===== src/verilog/lcd_geom_pkg.sv =====
// package: command codes, parameter layout, reset values and carriers for the geometry block
package lcd_geom_pkg;

  // ****************************************
  // command bytes
  // ****************************************
  localparam logic [7:0] cmd_init           = 8'h40;
  localparam logic [7:0] cmd_standby        = 8'h53;
  localparam logic [7:0] display_on_command = 8'h59;
  localparam logic [7:0] cmd_display_off    = 8'h58;

  // ****************************************
  // first parameter byte bit positions
  // ****************************************
  localparam int pos_split  = 3;
  localparam int pos_tv     = 6;
  // second parameter byte
  localparam int pos_ac_sel = 7;
  localparam int pos_gap    = 3;

  // ****************************************
  // field widths and reset values
  // ****************************************
  localparam int          param_count      = 8;
  localparam logic [7:0]  rst_first_param  = 8'h30;
  localparam logic [3:0]  rst_cell_width   = 4'h7;
  localparam logic [3:0]  rst_cell_height  = 4'h7;
  localparam logic [7:0]  rst_line_span    = 8'h27;
  localparam logic [7:0]  rst_line_length  = 8'h2f;
  localparam logic [7:0]  rst_frame_height = 8'hef;
  localparam logic [15:0] rst_pitch        = 16'h0028;
  localparam logic        rst_ac_select    = 1'b1;
  localparam logic [3:0]  ac_line_period   = 4'hf;
  localparam logic [7:0]  byte_width       = 8'h08;
  localparam logic [1:0]  sleep_frames_min = 2'h1;

  // ****************************************
  // carriers
  // ****************************************
  typedef struct packed {
    logic        split_panel;
    logic        tv_mode;
    logic        ac_drive_select;
    logic [3:0]  cell_width_field;
    logic [3:0]  cell_height_field;
    logic [7:0]  line_span_field;
    logic [7:0]  total_line_length_field;
    logic [7:0]  frame_height_field;
    logic [15:0] virtual_screen_pitch;
  } geometry_t;

  typedef struct packed {
    logic [7:0] h_count;
    logic [7:0] v_count;
    logic       line_end;
    logic       frame_end;
  } scan_t;

  typedef enum logic [1:0] {
    st_run   = 2'b00,
    st_drain = 2'b01,
    st_sleep = 2'b10
  } power_state_t;

endpackage


===== src/verilog/lcd_frame_geometry_and_sleep.sv =====
// module: display geometry registers, scan timing, AC waveform and standby control
`timescale 1ns/1ns
module lcd_frame_geometry_and_sleep
  import lcd_geom_pkg::*;
(
  // clock and reset
  input  wire logic       clock,
  input  wire logic       reset,
  // host byte port
  input  wire logic       write_strobe,
  input  wire logic       is_command,
  input  wire logic [7:0] write_data,
  input  wire logic       bus_drive_request,
  // font option
  input  wire logic       font_8px,
  // display memory control levels from the memory side
  input  wire logic [2:0] mem_ctrl_in,
  // geometry and timing
  output geometry_t       geometry,
  output scan_t           scan,
  output logic [7:0]      first_parameter_byte,
  output logic [3:0]      cell_pixels_wide,
  output logic [4:0]      cell_pixels_high,
  output logic            cell_gap_column,
  output logic            cell_two_bytes,
  output logic [7:0]      second_byte_mask,
  output logic [8:0]      bytes_per_line,
  // panel drive
  output logic            ac_waveform,
  output logic            column_blank,
  output logic            row_driver_disable,
  output logic            display_enabled,
  output logic            tv_sync_run,
  output logic            clocks_halted,
  output logic [2:0]      mem_ctrl_out,
  output logic            data_bus_oe
);

  // ****************************************
  // byte decode
  // ****************************************
  logic [3:0]   param_index;
  logic         init_open;
  power_state_t state;
  power_state_t next_state;
  logic [1:0]   drain_frames;
  logic         ac_line_toggle;
  logic [3:0]   ac_line_count;
  logic         frame_pulse;
  logic         line_pulse;

  wire cmd_taken    = write_strobe && is_command;
  wire param_taken  = write_strobe && !is_command && init_open;
  wire take_init    = cmd_taken && (write_data == cmd_init);
  wire take_standby = cmd_taken && (write_data == cmd_standby) && (state == st_run);
  wire take_display_on_command = cmd_taken && (write_data == display_on_command);
  wire take_disp_off = cmd_taken && (write_data == cmd_display_off);
  wire asleep       = (state == st_sleep);
  wire timing_run   = (state != st_sleep);

  wire [7:0] p_first = write_data;

  // ****************************************
  // parameter index
  // ****************************************
  always_ff @(posedge clock) begin
    if (reset) begin
      param_index <= 4'h0;
      init_open   <= 1'b0;
    end else if (cmd_taken) begin
      param_index <= 4'h0;
      init_open   <= take_init;
    end else if (param_taken) begin
      param_index <= param_index + 4'h1;
      init_open   <= (param_index < 4'(param_count - 1));
    end
  end

  // ****************************************
  // geometry registers
  // ****************************************
  // each byte is committed as it lands, the pitch halves included
  always_ff @(posedge clock) begin
    if (reset) begin
      first_parameter_byte              <= rst_first_param;
      geometry.split_panel              <= rst_first_param[pos_split];
      geometry.tv_mode                  <= rst_first_param[pos_tv];
      geometry.ac_drive_select          <= rst_ac_select;
      geometry.cell_width_field         <= rst_cell_width;
      geometry.cell_height_field        <= rst_cell_height;
      geometry.line_span_field          <= rst_line_span;
      geometry.total_line_length_field  <= rst_line_length;
      geometry.frame_height_field       <= rst_frame_height;
      geometry.virtual_screen_pitch     <= rst_pitch;
    end else if (param_taken) begin
      unique case (param_index)
        4'h0: begin
          first_parameter_byte <= p_first;
          geometry.split_panel <= p_first[pos_split];
          geometry.tv_mode     <= p_first[pos_tv];
        end
        4'h1: begin
          geometry.ac_drive_select  <= write_data[pos_ac_sel];
          geometry.cell_width_field <= write_data[3:0];
        end
        4'h2: geometry.cell_height_field       <= write_data[3:0];
        4'h3: geometry.line_span_field         <= write_data;
        4'h4: geometry.total_line_length_field <= write_data;
        4'h5: geometry.frame_height_field      <= write_data;
        4'h6: geometry.virtual_screen_pitch[7:0]  <= write_data;
        4'h7: geometry.virtual_screen_pitch[15:8] <= write_data;
        default: ;
      endcase
    end
  end

  // ****************************************
  // derived cell geometry
  // ****************************************
  wire [3:0] next_wide     = {1'b0, geometry.cell_width_field[2:0]} + 4'h1;
  wire [4:0] next_high     = {1'b0, geometry.cell_height_field} + 5'h01;
  wire       next_gap      = geometry.cell_width_field[3] && font_8px;
  wire       next_two      = geometry.cell_width_field[3] && !font_8px;
  // a 9..16 wide cell shows the leading width-8 bits of its second byte, all eight at width 16
  wire [2:0] rem_bits      = geometry.cell_width_field[2:0];
  wire [7:0] next_mask     = next_two ? ~(8'hff >> ({5'h00, rem_bits} + 8'h01))
                                      : 8'h00;
  wire [8:0] next_bytes    = {1'b0, geometry.line_span_field} + 9'h001;

  always_ff @(posedge clock) begin
    if (reset) begin
      cell_pixels_wide <= 4'h0;
      cell_pixels_high <= 5'h00;
      cell_gap_column  <= 1'b0;
      cell_two_bytes   <= 1'b0;
      second_byte_mask <= 8'h00;
      bytes_per_line   <= 9'h000;
    end else begin
      cell_pixels_wide <= next_wide;
      cell_pixels_high <= next_high;
      cell_gap_column  <= next_gap;
      cell_two_bytes   <= next_two;
      second_byte_mask <= next_mask;
      bytes_per_line   <= next_bytes;
    end
  end

  // ****************************************
  // scan timing
  // ****************************************
  logic [7:0] h_count;
  logic [7:0] v_count;
  logic       h_wrap;
  logic       v_wrap;

  // byte-period counter; halted clocks in sleep are modelled by holding it
  scan_counter u_hcount (
    .clock (clock),
    .reset (reset),
    .clear (take_init),
    .step  (timing_run),
    .last  (geometry.total_line_length_field),
    .count (h_count),
    .wrap  (h_wrap)
  );

  scan_counter u_vcount (
    .clock (clock),
    .reset (reset),
    .clear (take_init),
    .step  (h_wrap),
    .last  (geometry.frame_height_field),
    .count (v_count),
    .wrap  (v_wrap)
  );

  assign line_pulse  = h_wrap && !take_init;
  assign frame_pulse = v_wrap && !take_init;

  // blank column data beyond the programmed span
  wire in_span = (h_count <= geometry.line_span_field);

  always_ff @(posedge clock) begin
    if (reset) begin
      scan <= '0;
    end else begin
      scan.h_count   <= h_count;
      scan.v_count   <= v_count;
      scan.line_end  <= line_pulse;
      scan.frame_end <= frame_pulse;
    end
  end

  // ****************************************
  // AC waveform
  // ****************************************
  wire ac_sixteen = line_pulse && (ac_line_count == ac_line_period);

  always_ff @(posedge clock) begin
    if (reset || take_init) begin
      ac_line_count <= 4'h0;
      ac_waveform   <= 1'b0;
    end else begin
      if (line_pulse) begin
        ac_line_count <= ac_line_count + 4'h1;
      end
      if (geometry.ac_drive_select ? frame_pulse : ac_sixteen) begin
        ac_waveform <= !ac_waveform;
      end
    end
  end

  assign ac_line_toggle = ac_sixteen;

  // ****************************************
  // standby sequencing
  // ****************************************
  // row disable rises at the second frame boundary after the command: the
  // first boundary may come right away, so waiting for two keeps at least
  // one full blank frame and never more than two
  always_comb begin
    next_state = state;
    unique case (state)
      st_run: begin
        if (take_standby) begin
          next_state = st_drain;
        end
      end
      st_drain: begin
        if (take_init) begin
          next_state = st_run;
        end else if (frame_pulse && drain_frames == sleep_frames_min) begin
          next_state = st_sleep;
        end
      end
      st_sleep: begin
        if (take_init) begin
          next_state = st_run;
        end
      end
      default: next_state = st_run;
    endcase
  end

  always_ff @(posedge clock) begin
    if (reset) begin
      state        <= st_run;
      drain_frames <= 2'h0;
    end else begin
      state <= next_state;
      if (state != st_drain) begin
        drain_frames <= 2'h0;
      end else if (frame_pulse) begin
        drain_frames <= drain_frames + 2'h1;
      end
    end
  end

  // ****************************************
  // display enable
  // ****************************************
  always_ff @(posedge clock) begin
    if (reset || take_init || take_standby) begin
      display_enabled <= 1'b0;
    end else if (take_display_on_command) begin
      display_enabled <= 1'b1;
    end else if (take_disp_off) begin
      display_enabled <= 1'b0;
    end
  end

  // ****************************************
  // panel and bus outputs
  // ****************************************
  always_ff @(posedge clock) begin
    if (reset) begin
      column_blank       <= 1'b1;
      row_driver_disable <= 1'b0;
      tv_sync_run        <= 1'b0;
      clocks_halted      <= 1'b0;
      mem_ctrl_out       <= 3'h0;
      data_bus_oe        <= 1'b0;
    end else begin
      column_blank       <= (next_state != st_run) || !display_enabled || !in_span;
      row_driver_disable <= (next_state == st_sleep);
      tv_sync_run        <= geometry.tv_mode && (next_state != st_sleep);
      clocks_halted      <= (next_state == st_sleep);
      if (next_state != st_sleep) begin
        mem_ctrl_out <= mem_ctrl_in;
      end
      data_bus_oe <= bus_drive_request && (next_state != st_sleep);
    end
  end

  // ****************************************
  // checks
  // ****************************************
  chk_sleep_entry: assert property (@(posedge clock) disable iff (reset)
    take_standby |-> !row_driver_disable [*2])
    else $error("row disable asserted too soon after standby");

  chk_init_wakes: assert property (@(posedge clock) disable iff (reset)
    (asleep && take_init) |=> !clocks_halted && !display_enabled)
    else $error("init did not cancel sleep");

  chk_bus_released: assert property (@(posedge clock) disable iff (reset)
    row_driver_disable |-> !data_bus_oe)
    else $error("bus driven while asleep");

  chk_sleep_blank: assert property (@(posedge clock) disable iff (reset)
    row_driver_disable |-> column_blank)
    else $error("columns not blank in sleep");

  chk_mem_hold: assert property (@(posedge clock) disable iff (reset)
    (asleep && $past(asleep) && !take_init) |=> $stable(mem_ctrl_out))
    else $error("memory controls moved in sleep");

  chk_frame_ac: assert property (@(posedge clock) disable iff (reset)
    (geometry.ac_drive_select && frame_pulse && !take_init && $stable(geometry.ac_drive_select))
      |=> ac_waveform != $past(ac_waveform))
    else $error("ac waveform missed frame toggle");

  chk_line_ac: assert property (@(posedge clock) disable iff (reset)
    (!geometry.ac_drive_select && line_pulse && !ac_line_toggle && !frame_pulse)
      |=> $stable(ac_waveform))
    else $error("ac waveform toggled off the 16-line boundary");

  chk_standby_param: assert property (@(posedge clock) disable iff (reset)
    (cmd_taken && write_data == cmd_standby) |=> !init_open)
    else $error("standby opened parameter stream");

  chk_line_len: assert property (@(posedge clock) disable iff (reset)
    (timing_run && !take_init) |-> h_count <= geometry.total_line_length_field
      || $changed(geometry.total_line_length_field) || $past(param_taken))
    else $error("byte counter ran past line length");

  chk_pitch_low: assert property (@(posedge clock) disable iff (reset)
    (param_taken && param_index == 4'h6) |=>
      geometry.virtual_screen_pitch[7:0] == $past(write_data))
    else $error("pitch low byte not committed alone");

endmodule


===== src/verilog/scan_counter.sv =====
// module: wrap-around counter used for byte periods and scan lines
`timescale 1ns/1ns
module scan_counter (
  // clock and reset
  input  wire logic       clock,
  input  wire logic       reset,
  // control
  input  wire logic       clear,
  input  wire logic       step,
  input  wire logic [7:0] last,
  // state
  output logic      [7:0] count,
  output logic            wrap
);

  assign wrap = step && (count >= last);

  always_ff @(posedge clock) begin
    if (reset || clear) begin
      count <= 8'h00;
    end else if (wrap) begin
      count <= 8'h00;
    end else if (step) begin
      count <= count + 8'h01;
    end
  end

endmodule

===== config.mk =====
export PLATFORM = sky130hd
export DESIGN_NAME = lcd_frame_geometry_and_sleep
export DESIGN_NICKNAME = d
export VERILOG_FILES = /design/src/verilog/lcd_geom_pkg.sv /design/src/verilog/lcd_frame_geometry_and_sleep.sv /design/src/verilog/scan_counter.sv
export SDC_FILE = /design/constraint.sdc
export NUM_CORES = 1
export LEC_CHECK = 0
export BUFFER_PORTS_ARGS = -buffer_cell sky130_fd_sc_hd__buf_2
export CAP_MARGIN = 30
export CORE_ASPECT_RATIO = 0.75
export CORE_MARGIN = 3
export CORE_UTILIZATION = 58
export DETAILED_ROUTE_END_ITERATION = 16
export PLACE_DENSITY = 0.81
export SKIP_CTS_REPAIR_TIMING = 1
export SYNTH_ARGS = -nofsm -noshare
export SYNTH_HDL_FRONTEND = slang
export SYNTH_SLANG_ARGS = --single-unit

===== constraint.sdc =====
create_clock -name clock -period 3.2 [get_ports clock]
set_input_delay 0.96 -clock clock [delete_from_list [all_inputs] [get_ports clock]]
set_output_delay 0.96 -clock clock [all_outputs]
set_load 0.01 [all_outputs]

### Yosys cells after proc, flatten, opt, wreduce, memory -nomap -nowiden

Index checks and enable logic that the tools add are counted.

* RAM bits: 0
* ROM bits: 0
* memories: 0
* word-level logic and storage cells: 126
* bits in latches: 0
* register bits: 143
* output and inout port bits: 115
* bits of input ports: 17

* bitwise logic cells: 2
* $lt $le $gt $ge: 4
* equality and inequality tests: 19
* $add $sub $neg: 9
* shifts and indexed selects: 1
* multipliers: 0
* reduce and logical (&&, ||, !) cells: 46
* multiplexer cells: 10
* divide/modulo/power cells: 0

Operators by type and width (count)
* $eq 8x7->1 const B: 4
* $logic_and 1x1->1: 18
* $add 8x1->8 const B: 2
* $eq 4x3->1 const B: 4
* $ge 8x8->1: 2
* $reduce_and 2->1: 8
* $reduce_or 2->1: 5
* $add 8x1->9 const B: 1
* $add 3x1->4 const B: 2
* $add 4x1->4 const B: 2
* $eq 4x2->1 const B: 2
* $le 8x8->1: 1
* $mux 2: 4
* $not 8->8: 1
* $shr 8x4->8 const A: 1
* $logic_not 1->1: 6
* $pmux 2 s3: 1
* $reduce_bool 2->1: 3
* $add 4x1->5 const B: 1
* $mux 1: 5
* $eq 2x1->1 const B: 2
* $eq 2x2->1 const B: 2
* $eq 4x1->1 const B: 1
* $eq 4x4->1 const B: 1
* other kinds (8): 12

### Logic depth before layout (Yosys ltp)

Gate-level depths: netlist of run 1.

* depth after elaboration: 11
* mapped depth: 9
* mapped depth without buffers: 8

### Cells and area by module

Synthesis of run 1 repeated with hierarchy kept, for this count alone.

* cells, all modules: 593
* area total of the unflattened synthesis: 6070.8 um2

By module, submodules not included
* lcd_frame_geometry_and_sleep: instances 1, cells an instance 465, seq. area each 2502.4 um2, area an instance 4822.1 um2
* scan_counter: instances 2, cells an instance 64, seq. area each 160.2 um2, area an instance 624.3 um2

### Worst setup path after synthesis of run 1

Ideal clock, no wire load.

* kind: input port to flip-flop
* from: in write_data[7]
* to: reg mem_ctrl_out[0]
* arrival: 2.230 ns
* library setup time: 0.128 ns
* setup slack: 0.843 ns
* cell stages on the path: 7
* path buffers: 1
* data required time: 3.072 ns
* path through: clkbuf_1 > nor4b_1 > nand4_1 > inv_1 > o32ai_4 > mux2i_1 > nor2_1

* cells in the longest elaborated chain, start to end: 9
* elaborated cells between the ends (all ways): 14
* classes of those cells: eq/ne (3); mux (5); reduce/logical (6)

RTL lines
* from (decl): line lcd_frame_geometry_and_sleep.sv:12 `input wire logic [7:0] write_data,`
* $eq 8x7->1: line lcd_frame_geometry_and_sleep.sv:54 `wire take_init = cmd_taken && (write_data == cmd_init);`
* $logic_and 1x1->1: line lcd_frame_geometry_and_sleep.sv:54
* $logic_not 1->1: line lcd_frame_geometry_and_sleep.sv:178 `assign frame_pulse = v_wrap && !take_init;`
* $logic_and 1x1->1: line lcd_frame_geometry_and_sleep.sv:178
* $logic_and 1x1->1: line lcd_frame_geometry_and_sleep.sv:232 `end else if (frame_pulse && drain_frames == sleep_frames_min) begin`
* $mux 2: line lcd_frame_geometry_and_sleep.sv:232
* $mux 2: line lcd_frame_geometry_and_sleep.sv:230 `if (take_init) begin`
* $pmux 2 s3 *: line lcd_frame_geometry_and_sleep.sv:223 `unique case (state)`
* $ne 2x2->1 *: line lcd_frame_geometry_and_sleep.sv:288 `if (next_state != st_sleep) begin`
* to (signal assigned): line lcd_frame_geometry_and_sleep.sv:289 `mem_ctrl_out <= mem_ctrl_in;`
* to (decl): line lcd_frame_geometry_and_sleep.sv:35 `output logic [2:0] mem_ctrl_out,`

Every way passes the cells marked *; elsewhere a longest branch is shown, timed or not.
A chain may end at the register's enable or synchronous reset.

### Final worst setup path of run 1

* from: in write_data[2]
* to: reg mem_ctrl_out[0]

Same word-level chain as after synthesis.

==> results.md, run 1 <==
* Core utilization of the finished layout at 73.6%
* Die X-Extent at 123 um
* Worst stage delay on the critical path at 0.52 ns
* Core Footprint at 9810 um2
* Average footprint of a synthesized cell at 9.12 um2
* Vias in the first global route at 4884
* Number of detailed-routing iterations run before antenna repair at 6
* Mapped Area at 5920 um2
* Synthesized net count at 704
* Worst setup slack before clock tree synthesis at 0.387 ns
* Number of instances in the synthesized netlist at 649
* Count of H-tree levels built during CTS at 4
* CTS Buffer Depth at 2
* Final #Nets at 822
* Row count at 31
* Int Power at 3.12 mW
* Switching part of the total power at 20.4%
* Number of synthesized flops with an enable pin at 0
* RSZ-0062 raised after global routing: false
* Required time of the worst setup path at 3.47 ns
* First-pass GRT wire length at 24.0 mm
* Part of the Yosys area used for sequential elements at 47.7%
* Cell family contributing the most delay on the critical path: simple AND/OR/NAND/NOR gates
* Largest vdd supply drop at 0.392 mV
* Skew-Pair Late Insertion Delay at 0.42 ns
* Critical path peak fanout at 9
* Number of antenna violations at the first check in global routing at 0
* Worst clock skew at 0.00753 ns
* Number of warnings printed during yosys synthesis at 0
* Run status: finished, final reports clean
* Max-capacitance violation count at 0
* Pin slew with the least headroom to its limit at 0.781 ns
* Number of DRC markers after the initial detailed-route iteration at 393
* Minimum hold slack at 0.450 ns
* Critical Path Sink Type: flop
* Number of unique standard cell types used by synthesis at 57
* Routed wirelength normalized by instance count at 16.3 um
* Worst setup SP type: primary input
* Final setup violating endpoints at 0
* Count of nets left with antenna violations after detail routing at 0
* Via-to-Cell Ratio at 5.71
* Smallest setup slack after layout at 0.624 ns
* Achievable frequency at 388 MHz
* Share of post-route cells with drive strength above 1 at 22.8%
* Normalized max-slew margin at 47.9%
* Total vias in the final route at 5206
* Synth async-reset ratio at 0%
* Effective utilization at floorplan at 60.3%
* Clock transition at the registers of the reported paths at 0.06 ns
* Sequence of cells on the critical path: buf_2, nor4b_1, nand4_1, inv_1, o32ai_4, mux2i_1, nor2_1
* Weighted congestion reported at the end of routability-driven placement at 0.834
* Aggregate global-route resource usage at 26.6%
* Worst setup path startpoint: write_data[2]
* Top_reg_cell synth: dfxtp_1
* Die extent in y at 93.5 um
* Number of top-level pins at 132
* Buffer cell driving the clock tree root: clkbuf_16
* Share of the clock period used by the worst path at 80.5%
* TritonCTS clock tree: yes
* Count of pins over their slew limit at 0
* Number of buffer cells added on primary ports at 131
* Number of buffers created by CTS at 17
* Classification of the worst setup path: in -> reg
* Relative area change from synthesis to final layout at 22.0%
* Worst path arrival time at 2.85 ns
* Number of storage elements in the synthesis netlist at 141
* Ant diodes at 0
* Die area at 11500 um2
* Leakage power at 3.39 nW
* Startpoint of the lowest-slack hold path: geometry[2]
* Power Dens Cells at 542 nW/um2
* Number of design rule violations left after detail routing at 0
* Highest-delay cell along the critical path: nor4b_1
* Final critical delay including setup and external delays at 2.58 ns
* DP HPWL at 10.3 mm
* Kind of path behind the tightest hold check: reg -> reg
* Clk pwr share at 51.1%
* Sink count of the clock tree at 141
* FF-to-FF Start: geometry[30]
* Largest net degree at the start of global routing at 55
* Total length of routed wires at 14.9 mm
* Sw Pwr at 0.798 mW
* Buffering stage count on the worst path with inverters included at 2
* Number of failing hold endpoints at the final stage at 0
* Final sum of negative setup slack at 0 ns
* Part of the power in registers at 45.7%
* Part of the total power dissipated in combinational logic at 3.2%
* GR Overflow Total at 0
[per-layer routing]
layer	GRT usage, %	part of all wire, %	wire length (um)
met1	35.7	43	6460
met3	6.71	9.2	1370
met5	0	0	0
met4	9.88	1.9	278
met2	41.3	45	6770
[sequential cells by signal, indices dropped and copies added, names as in the netlist, 2 cells and up]
signal,cells
second_byte_mask,8
scan,18
drain_frames,2
param_index,4
bytes_per_line,9
u_vcount.count,8
mem_ctrl_out,3
cell_pixels_wide,4
u_hcount.count,8
geometry,49
first_parameter_byte,8
ac_line_count,4
state,2
cell_pixels_high,5
[power groups by stage]
stage / Sequential, mW / Combinational, mW / Clock, mW
floorplan: 1.83 / 0.0700 / 0
global placement: 1.83 / 0.116 / 0
detailed placement: 1.83 / 0.122 / 0
CTS: 1.79 / 0.123 / 2.01
global route: 1.79 / 0.137 / 2.09
finish: 1.79 / 0.125 / 2.00
[metrics by stage]
step	cells	cell area, um2	power (mW)
after global routing	911	7220	4.02
after global placement	880	6620	1.94
after floorplan	649	5920	1.90
after CTS	911	7220	3.92
final	911	7220	3.91
after detailed placement	880	6620	1.95
[logic make-up after synthesis]
| kind of cell | count (synthesis) | share of synthesized area (%) |
|---|---|---|
| and+or+nand+nor | 267 | 23.4 |
| DFF | 141 | 47.7 |
| buffers and inverters | 76 | 5.28 |
| muxes | 7 | 1.20 |
| adders and majority gates | 38 | 8.03 |
| AOI/OAI and AO/OA | 103 | 11.9 |
| xor gates and xnor gates | 17 | 2.51 |
[worst paths after layout]
path,end,slack [ns],depth (start not counted)
worst max-delay path,mem_ctrl_out[0],0.62,7
worst min-delay path,geometry[2],0.45,2
worst max register to register,ac_waveform,0.63,8
worst min register to register,geometry[2],0.45,2
[cell usage in the layout (no fill, tap or decap), types with 5 or more instances in the layout]
master,count
xnor2_1,11
nand2_1,68
nor4_1,5
inv_1,39
buf_2,130
and3_1,25
ha_1,38
nand3_1,44
a211o_1,21
xor2_1,6
dfxtp_1,141
o21ai_0,8
nand4_1,7
nor3_1,8
buf_4,6
clkbuf_16,17
a21oi_1,49
nor2b_1,25
nand2b_1,5
nor2_1,44
nand3b_1,11
mux2i_1,6
[cell type report]
cell class,instances,area (um2)
fill,732,2590
clock buffer,24,492
timing repair buffer,136,696
tap,132,165
inverter,39,146
clock inverter,7,110
multi-input combinational,432,2790
sequential,141,2820
[cell usage after synthesis, drive strengths merged, types with 10 or more instances]
cell type  number  area (um2)
dfxtp         141        2820
nand2          70         268
a21oi          50         254
nand3          45         230
nor2           44         165
inv            39         146
ha             38         475
and3           26         164
nor2b          25         156
clkbuf         24        90.1
a211o          21         184
buf            13        76.3
nand3b         11        82.6
xnor2          11        96.3
o21ai          10        50.1
[worst min-delay path: stages (launching register included)]
cell and delay, ns:
dfxtp_1 0.30, nand2_1 0.05, a21oi_1 0.05
(Power assumes the default switching activity.)
==> run 2: changes to the inputs <==
Settings changed: CORE_UTILIZATION 58 to 49, PLACE_DENSITY 0.81 to 0.72.
Clock period 3.2 ns to 2.2 ns, I/O delays scaled along.
==> results.md, run 2 (synthesis gave the netlist of run 1 again) <==
* Run status: finished, final reports clean
* FF-to-FF End: drain_frames[0]
* Number of top-level pins at 132 (unchanged)
* CTS Buffer Depth at 2 (unchanged)
* Required time of the worst setup path at 2.50 ns (-0.97 ns)
* Share of post-route cells with drive strength above 1 at 30.0% (+7.2 points)
* Sink count of the clock tree at 141 (unchanged)
* Critical Path Sink Type: flop
* Buffering stage count on the worst path with inverters included at 2 (unchanged)
* Skew-Pair Late Insertion Delay at 0.41 ns (about the same)
* Number of detailed-routing iterations run before antenna repair at 5 (-1)
* Worst clock skew at 0.00611 ns (-0.00142 ns)
* Core utilization of the finished layout at 67.2% (-6.4 points)
* Worst setup SP type: flop
* Weighted congestion reported at the end of routability-driven placement at 0.867 (+4.0%)
* First-pass GRT wire length at 25.1 mm (+4.5%)
* Die extent in y at 101 um (+8.2%)
* Row count at 34 (+9.7%)
* Normalized max-slew margin at 63.4% (+15 points)
* Worst-case register-to-register setup slack at 0.009 ns (-0.62 ns)
* Share of the clock period used by the worst path at 99.6%
* Number of failing hold endpoints at the final stage at 0 (unchanged)
* Most frequent cells in the layout: 134 x dfxtp_1, 130 x buf_2, 68 x nand2_1
* Vias in the first global route at 5100 (+4.4%)
* Number of buffer cells added on primary ports at 131 (unchanged)
* Flip-flop count of the largest register after layout at 49 (unchanged)
* Effective utilization at floorplan at 50.6% (-9.7 points)
* Kind of path behind the tightest hold check: in -> reg
* Power Dens Cells at 747 nW/um2 (+38%)
* Largest vdd supply drop at 0.569 mV (+45%)
* Buffer cell driving the clock tree root: clkbuf_16
* Total length of routed wires at 15.8 mm (+6.1%)
* Count of H-tree levels built during CTS at 4 (unchanged)
* Smallest setup slack after layout at 0.00943 ns (-0.615 ns)
* Aggregate global-route resource usage at 23.4% (-3.2 points)
* Sequence of cells on the critical path: inv_2, ha_4, nand2_4, or3_4, o221a_4, buf_6, nor4_4, xnor2_1, nor2_1
* Die area at 13500 um2 (+17%)
* Worst setup slack before clock tree synthesis at -0.125 ns (-0.512 ns)
* Final critical delay including setup and external delays at 2.19 ns
* Final #Nets at 878 (+6.8%)
* Final setup violating endpoints at 0 (unchanged)
* Total vias in the final route at 5357 (+2.9%)
* Number of buffers created by CTS at 17 (unchanged)
* Ant diodes at 0 (unchanged)
* Count of pins over their slew limit at 0 (unchanged)
* Clock transition at the registers of the reported paths at 0.06 ns (about the same)
* Most common cell after layout, fill and taps aside: dfxtp_1
* Worst stage delay on the critical path at 0.38 ns (-0.14 ns)
* FF-to-FF Start: geometry[31]
* Number of DRC markers after the initial detailed-route iteration at 328 (-17%)
* Count of nets left with antenna violations after detail routing at 0 (unchanged)
* Worst hold path cell count at 2 (unchanged)
* Startpoint of the lowest-slack hold path: font_8px
* TritonCTS clock tree: yes
* Largest net degree at the start of global routing at 79 (+44%)
* Highest-delay cell along the critical path: or3_4
* Classification of the worst setup path: reg -> reg
* Largest registers: geometry: 49 flops, scan: 18 flops, bytes_per_line: 9 flops
* DP HPWL at 11.4 mm (+10%)
* Length in cells of the worst reg-to-reg path at 9 (+1)
* Number of antenna violations at the first check in global routing at 0 (unchanged)
* Routed wirelength normalized by instance count at 15.8 um (-3.2%)
* Via-to-Cell Ratio at 5.37 (-6.1%)
* Critical path peak fanout at 3 (-6)
* Endpoint with the worst hold slack: second_byte_mask[7]
* RSZ-0062 raised after global routing: true
* Cell family contributing the most delay on the critical path: simple AND/OR/NAND/NOR gates
* Number of design rule violations left after detail routing at 0 (unchanged)
* Worst path arrival time at 2.49 ns (-0.36 ns)
* Leakage power at 3.68 nW (+8.5%)
* Core Footprint at 11700 um2 (+19%)
* Achievable frequency at 457 MHz
* Register with the most flip-flops: geometry
* Die X-Extent at 133 um (+8.4%)
* Pin slew with the least headroom to its limit at 0.549 ns (-0.232 ns)
* Max-capacitance violation count at 0 (unchanged)
* GR Overflow Total at 0 (unchanged)
* Relative area change from synthesis to final layout at 32.7%
-- run 2: changes by cell type in the layout (fill, tap and decap cells not counted), moves of 3 or more --
cell,previous run,this run
buf_12,0,3
buf_4,6,57
clkinvlp_4,0,3
dfxtp_1,141,134
dfxtp_2,0,7
ha_1,38,34
ha_4,0,4
-- run 2: through the flow --
stage	hold WS (ns)	TNS, ns	cell area [um2]	instances	power [mW]
3_5_place_dp	0.445	-0.342	7070	961	2.87
2_1_floorplan	0.426	0	5920	649	2.76
5_1_grt	0.440	-0.265	7860	998	6.04
3_3_place_gp	0.443	-0.0716	7070	961	2.86
6_report	0.435	0	7860	998	5.87
4_1_cts	0.428	-0.288	7700	993	5.90
-- run 2: area by class of cell --
type	instances	area, um2
tap	162	203
sequential	141	2830
clock inverter	10	161
fill	932	3840
multi-input combinational	432	2880
inverter	39	146
clock buffer	22	474
timing repair buffer	192	1160
-- run 2: worst max-delay path by stage --
stage                           end  slack (ns)           from  cells past startpoint
global route        drain_frames[1]        -0.1   geometry[31]                      9
finish              drain_frames[0]       0.009   geometry[31]                      9
detailed placement  mem_ctrl_out[1]       -0.12  write_data[6]                      9
CTS                 mem_ctrl_out[1]        -0.1   geometry[29]                      8
global placement        ac_waveform       -0.04  write_data[6]                     10
floorplan           mem_ctrl_out[0]       0.007   geometry[31]                      8
-- run 2: layer usage --
metal  global-route usage [%]  routed length [um]
met3                     6.55                1510
met1                     30.4                6970
met4                     9.98                 400
met2                     36.9                6910
met5                        0                   0
-- run 2: power breakdown --
part / internal, mW / total (mW) / switching [mW]
clock network: 1.99 / 3.05 / 1.06
registers: 2.58 / 2.60 / 0.0166
logic: 0.0837 / 0.223 / 0.139
total: 4.65 / 5.87 / 1.22
